File: config.mk
export PLATFORM = sky130hd
export DESIGN_NAME = tdm_port_interrupt_logic
export DESIGN_NICKNAME = d
export VERILOG_FILES = /design/src/verilog/tdm_irq_pkg.sv /design/src/verilog/irq_flag_if.sv /design/src/verilog/irq_flag_bank.sv /design/src/verilog/tdm_port_interrupt_logic.sv
export SDC_FILE = /design/constraint.sdc
export NUM_CORES = 1
export LEC_CHECK = 0
export BUFFER_PORTS_ARGS = -buffer_cell sky130_fd_sc_hd__buf_2
export CAP_MARGIN = 30
export CORE_ASPECT_RATIO = 0.7
export CORE_MARGIN = 5
export CORE_UTILIZATION = 40
export DETAILED_ROUTE_END_ITERATION = 10
export PLACE_DENSITY = 0.68
export RECOVER_POWER = 100
export SLEW_MARGIN = 20
export SYNTH_ARGS = -nofsm -noshare
export SYNTH_HDL_FRONTEND = slang
export SYNTH_SLANG_ARGS = --single-unit
File: constraint.sdc
create_clock -name sys_clk_in -period 4.3 [get_ports sys_clk_in]
set_clock_uncertainty 0.15 [all_clocks]
set_input_delay 0.215 -clock sys_clk_in [delete_from_list [all_inputs] [get_ports sys_clk_in]]
set_output_delay 0.215 -clock sys_clk_in [all_outputs]
set_load 0.01 [all_outputs]
File: src/verilog/tdm_irq_pkg.sv
package tdm_irq_pkg;
   localparam int unsigned NUM_SRC      = 8;
   localparam int unsigned PTR_W        = 12;
   localparam int unsigned SRC_BUS      = 0;
   localparam int unsigned SRC_HALF     = 1;
   localparam int unsigned SRC_END      = 2;
   localparam int unsigned SRC_STEP     = 3;
   localparam int unsigned SRC_HOLD_A   = 4;
   localparam int unsigned SRC_HOLD_B   = 5;
   localparam int unsigned SRC_ACT      = 6;
   localparam int unsigned SRC_ERR      = 7;
   localparam logic [7:0]  STATUS_RESET = 8'h00;
   localparam logic [11:0] PTR_RESET    = 12'h000;
   typedef enum logic [0:0] {DMA_IDLE, DMA_RUN} dma_state_t;
endpackage

File: src/verilog/irq_flag_if.sv
`timescale 1ns/1ps
`default_nettype none
interface irq_flag_if;
   logic [7:0] event_set;
   logic [7:0] clear;
   logic [7:0] enable;
   logic [7:0] status;
   logic       irq;
   modport owner (input event_set, clear, enable, output status, irq);
   modport user  (output event_set, clear, enable, input status, irq);
endinterface
`default_nettype wire

File: src/verilog/irq_flag_bank.sv
`timescale 1ns/1ps
`default_nettype none
module irq_flag_bank #(
   parameter int unsigned N = 8
) (
   input  wire logic sys_clk_in,  // Bus clock
   input  wire logic rst_in,      // Sync reset, high
   irq_flag_if.owner fl           // Flag group
);
   logic [7:0] flag;
   genvar i;
   generate
      for (i = 0; i < N; i++) begin : g_flag
         always_ff @(posedge sys_clk_in) begin
            if (rst_in)
               flag[i] <= tdm_irq_pkg::STATUS_RESET[i];
            else if (fl.event_set[i])
               flag[i] <= 1'b1;
            else if (fl.clear[i])
               flag[i] <= 1'b0;
         end
      end
   endgenerate
   assign fl.status = flag;
   assign fl.irq    = |(flag & fl.enable);

   AST_FLAG_STICKS: assert property (@(posedge sys_clk_in) disable iff (rst_in)
      (flag[0] && !fl.clear[0]) |=> flag[0]) else $error("flag dropped without clear");
   AST_MASK_GATES: assert property (@(posedge sys_clk_in) disable iff (rst_in)
      (fl.enable == 8'h00) |-> !fl.irq) else $error("masked flag raised request");
   AST_IRQ_OR: assert property (@(posedge sys_clk_in) disable iff (rst_in)
      ((flag & fl.enable) != 8'h00) |-> fl.irq) else $error("enabled flag missing from request");
   AST_SET_WINS: assert property (@(posedge sys_clk_in) disable iff (rst_in)
      fl.event_set[1] |=> flag[1]) else $error("event lost");
endmodule
`default_nettype wire

File: src/verilog/tdm_port_interrupt_logic.sv
// Notes on behaviour
// - The eight enabled status flags are ORed into one request to the chip interrupt controller.
// - A readable status word holds one flag per source, and each source has its own enable bit.
// - A DMA transfer ending in a bus error sets the bus fault flag.
// - The pointer reaching the buffer midpoint sets the half buffer flag.
// - The pointer reaching the last buffer location sets the buffer end flag.
// - Every pointer increment sets the pointer step flag.
// - A valid sample in receive holding register A sets the holding A flag.
// - A valid sample in receive holding register B sets the holding B flag.
// - Detected toggling of the serial port clock sets the link activity flag.
// - Refilling a receive holding register before it was read sets the error flag.
// - Emptying a transmit holding register before it was rewritten sets the error flag.
// - The current DMA pointer is readable as a 12-bit count.
// - Both modes wrap the pointer to start after the end; one-time mode also stops DMA there.
`timescale 1ns/1ps
`default_nettype none
module tdm_port_interrupt_logic #(
   parameter int unsigned PTR_W = tdm_irq_pkg::PTR_W
) (
   input  wire logic             sys_clk_in,          // Bus clock, 10 MHz
   input  wire logic             rst_in,              // Sync reset, high
   input  wire logic             dma_enable_in,       // Start DMA pointer walk
   input  wire logic             circular_mode_in,    // 1 circular, 0 one-time
   input  wire logic [PTR_W-1:0] buffer_last_in,      // Index of last buffer entry
   input  wire logic             dma_ack_in,          // One sample moved by DMA
   input  wire logic             dma_bus_fault_in,    // DMA ended with bus error
   input  wire logic             holding_a_fill_in,   // RX holding A loaded by hardware
   input  wire logic             holding_a_read_in,   // RX holding A read by CPU/DMA
   input  wire logic             holding_b_fill_in,   // RX holding B loaded by hardware
   input  wire logic             holding_b_read_in,   // RX holding B read by CPU/DMA
   input  wire logic             tx_empty_a_in,       // TX holding A emptied by hardware
   input  wire logic             tx_write_a_in,       // TX holding A written by CPU/DMA
   input  wire logic             tx_empty_b_in,       // TX holding B emptied by hardware
   input  wire logic             tx_write_b_in,       // TX holding B written by CPU/DMA
   input  wire logic             serial_port_clock_in,// Serial clock, sampled
   input  wire logic [7:0]       irq_enable_in,       // Per-source enable bits
   input  wire logic [7:0]       irq_clear_in,        // Per-source clear pulses
   output logic      [7:0]       port_irq_status_out, // Status flags
   output logic                  chip_irq_out,        // Combined request
   output logic      [PTR_W-1:0] dma_pointer_out,     // Current DMA pointer
   output logic                  dma_active_out       // DMA running
);
   irq_flag_if fl ();

   tdm_irq_pkg::dma_state_t state;
   tdm_irq_pkg::dma_state_t next_state;
   logic [PTR_W-1:0] ptr;
   logic [PTR_W-1:0] next_ptr;
   logic             rx_full_a;
   logic             rx_full_b;
   logic             tx_full_a;
   logic             tx_full_b;
   logic             clk_prev;
   logic             clk_seen;
   logic             en_prev;

   wire step      = (state == tdm_irq_pkg::DMA_RUN) && dma_ack_in;
   wire at_end    = (ptr == buffer_last_in);
   wire [PTR_W-1:0] half_point = buffer_last_in >> 1;
   wire at_half   = (ptr == half_point);
   wire overrun   = (holding_a_fill_in && rx_full_a && !holding_a_read_in)
                  || (holding_b_fill_in && rx_full_b && !holding_b_read_in);
   wire underrun  = (tx_empty_a_in && !tx_full_a && !tx_write_a_in)
                  || (tx_empty_b_in && !tx_full_b && !tx_write_b_in);
   wire toggle    = clk_seen && (clk_prev != serial_port_clock_in);
   // Only a rising enable starts a walk, so a one-time stop stays stopped
   wire start     = dma_enable_in && !en_prev;

   always_comb begin
      next_state = state;
      next_ptr   = ptr;
      unique case (state)
         tdm_irq_pkg::DMA_IDLE: begin
            if (start) begin
               next_state = tdm_irq_pkg::DMA_RUN;
               next_ptr   = '0;
            end
         end
         tdm_irq_pkg::DMA_RUN: begin
            if (!dma_enable_in)
               next_state = tdm_irq_pkg::DMA_IDLE;
            else if (step && at_end) begin
               next_ptr = '0;
               if (!circular_mode_in)
                  next_state = tdm_irq_pkg::DMA_IDLE;
            end else if (step)
               next_ptr = ptr + 1'b1;
         end
      endcase
   end

   always_ff @(posedge sys_clk_in) begin
      if (rst_in) begin
         state <= tdm_irq_pkg::DMA_IDLE;
         ptr   <= tdm_irq_pkg::PTR_RESET[PTR_W-1:0];
      end else begin
         state <= next_state;
         ptr   <= next_ptr;
      end
   end

   // Holding register occupancy for overrun and underrun detection, plus serial clock and enable history
   always_ff @(posedge sys_clk_in) begin
      if (rst_in) begin
         rx_full_a <= 1'b0;
         rx_full_b <= 1'b0;
         tx_full_a <= 1'b1;
         tx_full_b <= 1'b1;
         clk_prev  <= 1'b0;
         clk_seen  <= 1'b0;
         en_prev   <= 1'b0;
      end else begin
         rx_full_a <= holding_a_fill_in | (rx_full_a & ~holding_a_read_in);
         rx_full_b <= holding_b_fill_in | (rx_full_b & ~holding_b_read_in);
         tx_full_a <= tx_write_a_in | (tx_full_a & ~tx_empty_a_in);
         tx_full_b <= tx_write_b_in | (tx_full_b & ~tx_empty_b_in);
         clk_prev  <= serial_port_clock_in;
         clk_seen  <= 1'b1;
         en_prev   <= dma_enable_in;
      end
   end

   assign fl.event_set[tdm_irq_pkg::SRC_BUS]    = dma_bus_fault_in;
   assign fl.event_set[tdm_irq_pkg::SRC_HALF]   = step && at_half;
   assign fl.event_set[tdm_irq_pkg::SRC_END]    = step && at_end;
   assign fl.event_set[tdm_irq_pkg::SRC_STEP]   = step;
   assign fl.event_set[tdm_irq_pkg::SRC_HOLD_A] = holding_a_fill_in;
   assign fl.event_set[tdm_irq_pkg::SRC_HOLD_B] = holding_b_fill_in;
   assign fl.event_set[tdm_irq_pkg::SRC_ACT]    = toggle;
   assign fl.event_set[tdm_irq_pkg::SRC_ERR]    = overrun || underrun;
   assign fl.clear  = irq_clear_in;
   assign fl.enable = irq_enable_in;

   irq_flag_bank #(.N(tdm_irq_pkg::NUM_SRC)) u_flags (
      .sys_clk_in (sys_clk_in),
      .rst_in     (rst_in),
      .fl         (fl)
   );

   assign port_irq_status_out = fl.status;
   assign chip_irq_out        = fl.irq;
   assign dma_pointer_out     = ptr;
   assign dma_active_out      = (state == tdm_irq_pkg::DMA_RUN);

   AST_BUS_SETS: assert property (@(posedge sys_clk_in) disable iff (rst_in)
      dma_bus_fault_in |=> port_irq_status_out[0]) else $error("bus fault flag not set");
   AST_HALF_SETS: assert property (@(posedge sys_clk_in) disable iff (rst_in)
      (step && ptr == (buffer_last_in >> 1)) |=> port_irq_status_out[1])
      else $error("half flag not set");
   AST_END_SETS: assert property (@(posedge sys_clk_in) disable iff (rst_in)
      (step && ptr == buffer_last_in && dma_enable_in) |=> port_irq_status_out[2] && ptr == '0)
      else $error("end flag or wrap wrong");
   AST_STEP_INC: assert property (@(posedge sys_clk_in) disable iff (rst_in)
      (step && ptr != buffer_last_in && dma_enable_in) |=>
      (port_irq_status_out[3] && ptr == $past(ptr) + 1'b1)) else $error("step wrong");
   AST_HOLD_A: assert property (@(posedge sys_clk_in) disable iff (rst_in)
      holding_a_fill_in |=> port_irq_status_out[4]) else $error("holding A flag not set");
   AST_HOLD_B: assert property (@(posedge sys_clk_in) disable iff (rst_in)
      holding_b_fill_in |=> port_irq_status_out[5]) else $error("holding B flag not set");
   AST_ACT: assert property (@(posedge sys_clk_in) disable iff (rst_in)
      ($changed(serial_port_clock_in) && clk_seen) |=> port_irq_status_out[6])
      else $error("activity flag not set");
   AST_OVERRUN: assert property (@(posedge sys_clk_in) disable iff (rst_in)
      (rx_full_a && holding_a_fill_in && !holding_a_read_in) |=> port_irq_status_out[7])
      else $error("overrun not flagged");
   AST_UNDERRUN: assert property (@(posedge sys_clk_in) disable iff (rst_in)
      (!tx_full_b && tx_empty_b_in && !tx_write_b_in) |=> port_irq_status_out[7])
      else $error("underrun not flagged");
   AST_ONE_TIME_STOP: assert property (@(posedge sys_clk_in) disable iff (rst_in)
      (step && at_end && !circular_mode_in) |=> !dma_active_out)
      else $error("one-time DMA did not stop");

   // Error flag from the other holding register of each direction
   AST_UNDERRUN_A: assert property (@(posedge sys_clk_in) disable iff (rst_in)
      (!tx_full_a && tx_empty_a_in && !tx_write_a_in) |=> port_irq_status_out[7])
      else $error("underrun A not flagged");
   AST_OVERRUN_B: assert property (@(posedge sys_clk_in) disable iff (rst_in)
      (rx_full_b && holding_b_fill_in && !holding_b_read_in) |=> port_irq_status_out[7])
      else $error("overrun B not flagged");

   // Pointer walk control
   AST_START_ZERO: assert property (@(posedge sys_clk_in) disable iff (rst_in)
      (!dma_active_out && start) |=> (dma_active_out && dma_pointer_out == '0))
      else $error("DMA start wrong");
   AST_DISABLE_STOPS: assert property (@(posedge sys_clk_in) disable iff (rst_in)
      (dma_active_out && !dma_enable_in) |=> !dma_active_out)
      else $error("DMA did not stop on disable");
   AST_CIRC_WRAP: assert property (@(posedge sys_clk_in) disable iff (rst_in)
      (step && at_end && circular_mode_in && dma_enable_in) |=>
      (dma_active_out && dma_pointer_out == '0)) else $error("circular wrap wrong");
   AST_IDLE_IGNORES: assert property (@(posedge sys_clk_in) disable iff (rst_in)
      (!dma_active_out && !start) |=> $stable(dma_pointer_out))
      else $error("pointer moved while idle");
   AST_PTR_HOLDS: assert property (@(posedge sys_clk_in) disable iff (rst_in)
      (dma_active_out && dma_enable_in && !dma_ack_in) |=> $stable(dma_pointer_out))
      else $error("pointer moved without ack");

   // Flags rise only on their own events, and fall on a clear that comes without an event in the same cycle
   AST_CLEAR_DROPS: assert property (@(posedge sys_clk_in) disable iff (rst_in)
      (irq_clear_in[3] && !step) |=> !port_irq_status_out[3])
      else $error("clear ignored");
   AST_NO_SPURIOUS_BUS: assert property (@(posedge sys_clk_in) disable iff (rst_in)
      (!dma_bus_fault_in && !port_irq_status_out[0]) |=> !port_irq_status_out[0])
      else $error("bus fault flag set without event");
   AST_NO_SPURIOUS_STEP: assert property (@(posedge sys_clk_in) disable iff (rst_in)
      (!step && !port_irq_status_out[3]) |=> !port_irq_status_out[3])
      else $error("step flag set without ack");
   AST_NO_SPURIOUS_ACT: assert property (@(posedge sys_clk_in) disable iff (rst_in)
      ($stable(serial_port_clock_in) && !port_irq_status_out[6]) |=> !port_irq_status_out[6])
      else $error("activity flag set without toggle");
   AST_HOLD_A_QUIET: assert property (@(posedge sys_clk_in) disable iff (rst_in)
      (!holding_a_fill_in && !port_irq_status_out[4]) |=> !port_irq_status_out[4])
      else $error("holding A flag set without fill");
   AST_HOLD_B_QUIET: assert property (@(posedge sys_clk_in) disable iff (rst_in)
      (!holding_b_fill_in && !port_irq_status_out[5]) |=> !port_irq_status_out[5])
      else $error("holding B flag set without fill");
   AST_ERR_QUIET: assert property (@(posedge sys_clk_in) disable iff (rst_in)
      (!overrun && !underrun && !port_irq_status_out[7]) |=> !port_irq_status_out[7])
      else $error("error flag set without cause");
endmodule
`default_nettype wire

==> run metrics <==
status=completed; core area=3899 µm²; clock latency on the worst-skew pair=0.27 ns; filler cell count=404; Min-Delay Path Class=in -> reg; FF+latch area=560.5 µm²; residual DRC count=0; Max-Cap Viols=0; Clock Sinks=28; Clock Path Buffers=2; clock slew at reported path FFs=0.10 ns; Inserted Diodes=0; via/cell ratio=5.064; final antenna-violating net count=0; final-report max-slew violation count=0; syn_area_per_cell=7.980 µm²; total negative slack=0 ns; PostCTS Resize Cnt=0; Final WS setup=1.859 ns; Adder-Cell Fraction of Synth Area=less than 1%; Starting DRT DRC Count=88; Final Power=0.5085 mW; syn_nets=approximately 250; drt first pass iters=4; RSZ-0062 raised after global routing=no; Seq/Total Area, Yosys=34.95%; Chip Height=62.98 µm; commonest non-fill, non-tap cell in the layout=buf_2; TritonCTS Buffers=3; GR Util All Layers=16.55%; Hold Vio Cnt, Final=0; Critical Path RT=4.32 ns; DP Worst Slack=2.136 ns; Post-CTS Hold Fix Bufs=4; share of layout cells above drive strength 1=19.54%; DP Cell Count=305; Synth Area in XOR/XNOR=14.20%; non-filler cells in the finished layout=313; chip width=85.69 µm; maximum vdd ir drop=200.0 µV; HPWL Detailed=3494 µm; multiplexer share of the synthesized area=0%; area delta synth->final=22.78%; CTS tree=yes; postcts setup bufs=0; largest family of logic cells by synthesized area=simple AND/OR/NAND/NOR gates; Placer Congestion=a little under 0.8; Synth Area in Compound Gates=around an eighth; fin crit share=56.77%; # IOs=65; initial antenna violation count=0; num rows=19; fin util=about half; DR vias=1585; first-pass GRT wire length=7300 µm; R2R setup slack=1.86 ns; Worst Path Max Fanout=18; critical path type=reg -> reg; crit path launch type=flip-flop; post-synth cell types=33; Yosys reg bits=28; Syn. warnings=0; vias in the first global route=1548; Worst Tran Pin Value=0.8178 ns; final setup fails=0; PwrDens=258.2 nW/µm²; crit end category=flip-flop; grt ovf=0; Cells after Synth=201; CP Data Arrival Time=2.46 ns; pin count of the biggest net entering global routing=20; Final nets=306; Post-Route WL=4427 µm; Final min period=2.441 ns; headroom to the max-slew limit=between 40 and 50%; initial core utilization=41.14%; f_max=409.7 MHz; Pleak=approximately 0.84 nW; Buffers on Ports=64; Wirelength per Cell=about 14 µm; H-tree depth=1; Root Driver=clkbuf_8; commonest non-fill, non-tap cells in the layout=41 x buf_2, 28 x dfxtp_1, 23 x clkbuf_1; area of the multi-input gates=approximately 900 µm²; simple-gate share of the synthesized area=a little under a third; Mapped Area=1604 µm²; Die Area=5397 µm²
-- state kept, by name, indices dropped and copies added, names as in the netlist --
register,count
clk_seen,1
rx_full_a,1
dma_active_out,1
tx_full_b,1
dma_pointer_out,12
en_prev,1
tx_full_a,1
u_flags.fl.status,8
rx_full_b,1
clk_prev,1
-- area by class of cell --
cell class	instances	share of cell area [%]
Inverter	10	1.906
Multi-Input combinational cell	151	46.70
Timing Repair Buffer	68	16.84
Sequential cell	28	28.46
Clock buffer	4	2.795
Tap cell	52	3.304
-- metal layers --
| metal | vias up | GRT usage [%] | part of all wire (%) | wire (µm) |
|---|---|---|---|---|
| met5 | - | 0 | 0 | 0 |
| met4 | 0 | 4.348 | 0.90 | 40 |
| met3 | 6 | 4.348 | 8.8 | 390 |
| met2 | 57 | 24.61 | 42 | 1866 |
| met1 | 709 | 23.46 | 48 | 2130 |
| li1 | 813 | - | - | - |
-- synthesized netlist by cell type (all sizes together) --
master | n | share of area, %
dfxtp | 28 | 35
nand2 | 22 | 5.1
xor2 | 17 | 9.3
nor2 | 15 | 3.5
a21oi | 12 | 3.7
nand3 | 12 | 4.1
inv | 10 | 2.3
nor3 | 9 | 2.8
xnor2 | 9 | 4.9
buf | 8 | 3.7
and3 | 7 | 2.7
nand4 | 7 | 3.1
o21ai | 7 | 2.2
a22oi | 6 | 3.1
a31oi | 4 | 1.6
clkbuf | 4 | 0.94
nand2b | 4 | 1.6
nor2b | 4 | 1.6
nor3b | 3 | 1.4
nor4 | 3 | 2.0
and4 | 2 | 1.2
nand4b | 2 | 1.1
or2 | 2 | 0.78
ha | 1 | 0.78
o311a | 1 | 0.62
o31a | 1 | 0.55
or4 | 1 | 0.47
-- critical path: stages, from the launching register on --
cell and delay [ns]:
dfxtp_1 0.55, xor2_1 0.12, nor4_1 0.34, nand4_1 0.64, o311a_1 0.54
-- metrics by stage --
stage | hold WS [ns] | instance area, µm²
finish | 0.0008109 | 1969
global route | 0.02534 | 1969
CTS | 0.0006240 | 2011
detailed placement | 0.2681 | 1916
global placement | 0.2585 | 1916
floorplan | 0.1654 | 1604
-- worst paths after layout --
path,startpoint,endpoint,cells after the start
worst min-delay path,dma_bus_fault_in,u_flags.fl.status[0],3
worst min register to register,clk_seen,u_flags.fl.status[6],2
worst max register to register,dma_pointer_out[4],dma_active_out,4
worst max-delay path,dma_pointer_out[4],dma_active_out,4
-- where the power goes --
part           internal, mW  switching (mW)  leakage [nW]
clock                0.0820          0.0810        0.0288
combinational        0.0349          0.0370         0.578
sequential            0.267         0.00625         0.229
-- cells by family (layout without fill, tap and decap cells) --
| logic type | count (synthesis) | after routing |
|---|---|---|
| buf+inv | 22 | 82 |
| fa+ha+maj | 1 | 1 |
| compound gates | 31 | 31 |
| flops | 28 | 28 |
| simple gates | 93 | 93 |
| xor+xnor | 26 | 26 |
Note: power is estimated with default switching activity, not from simulation.
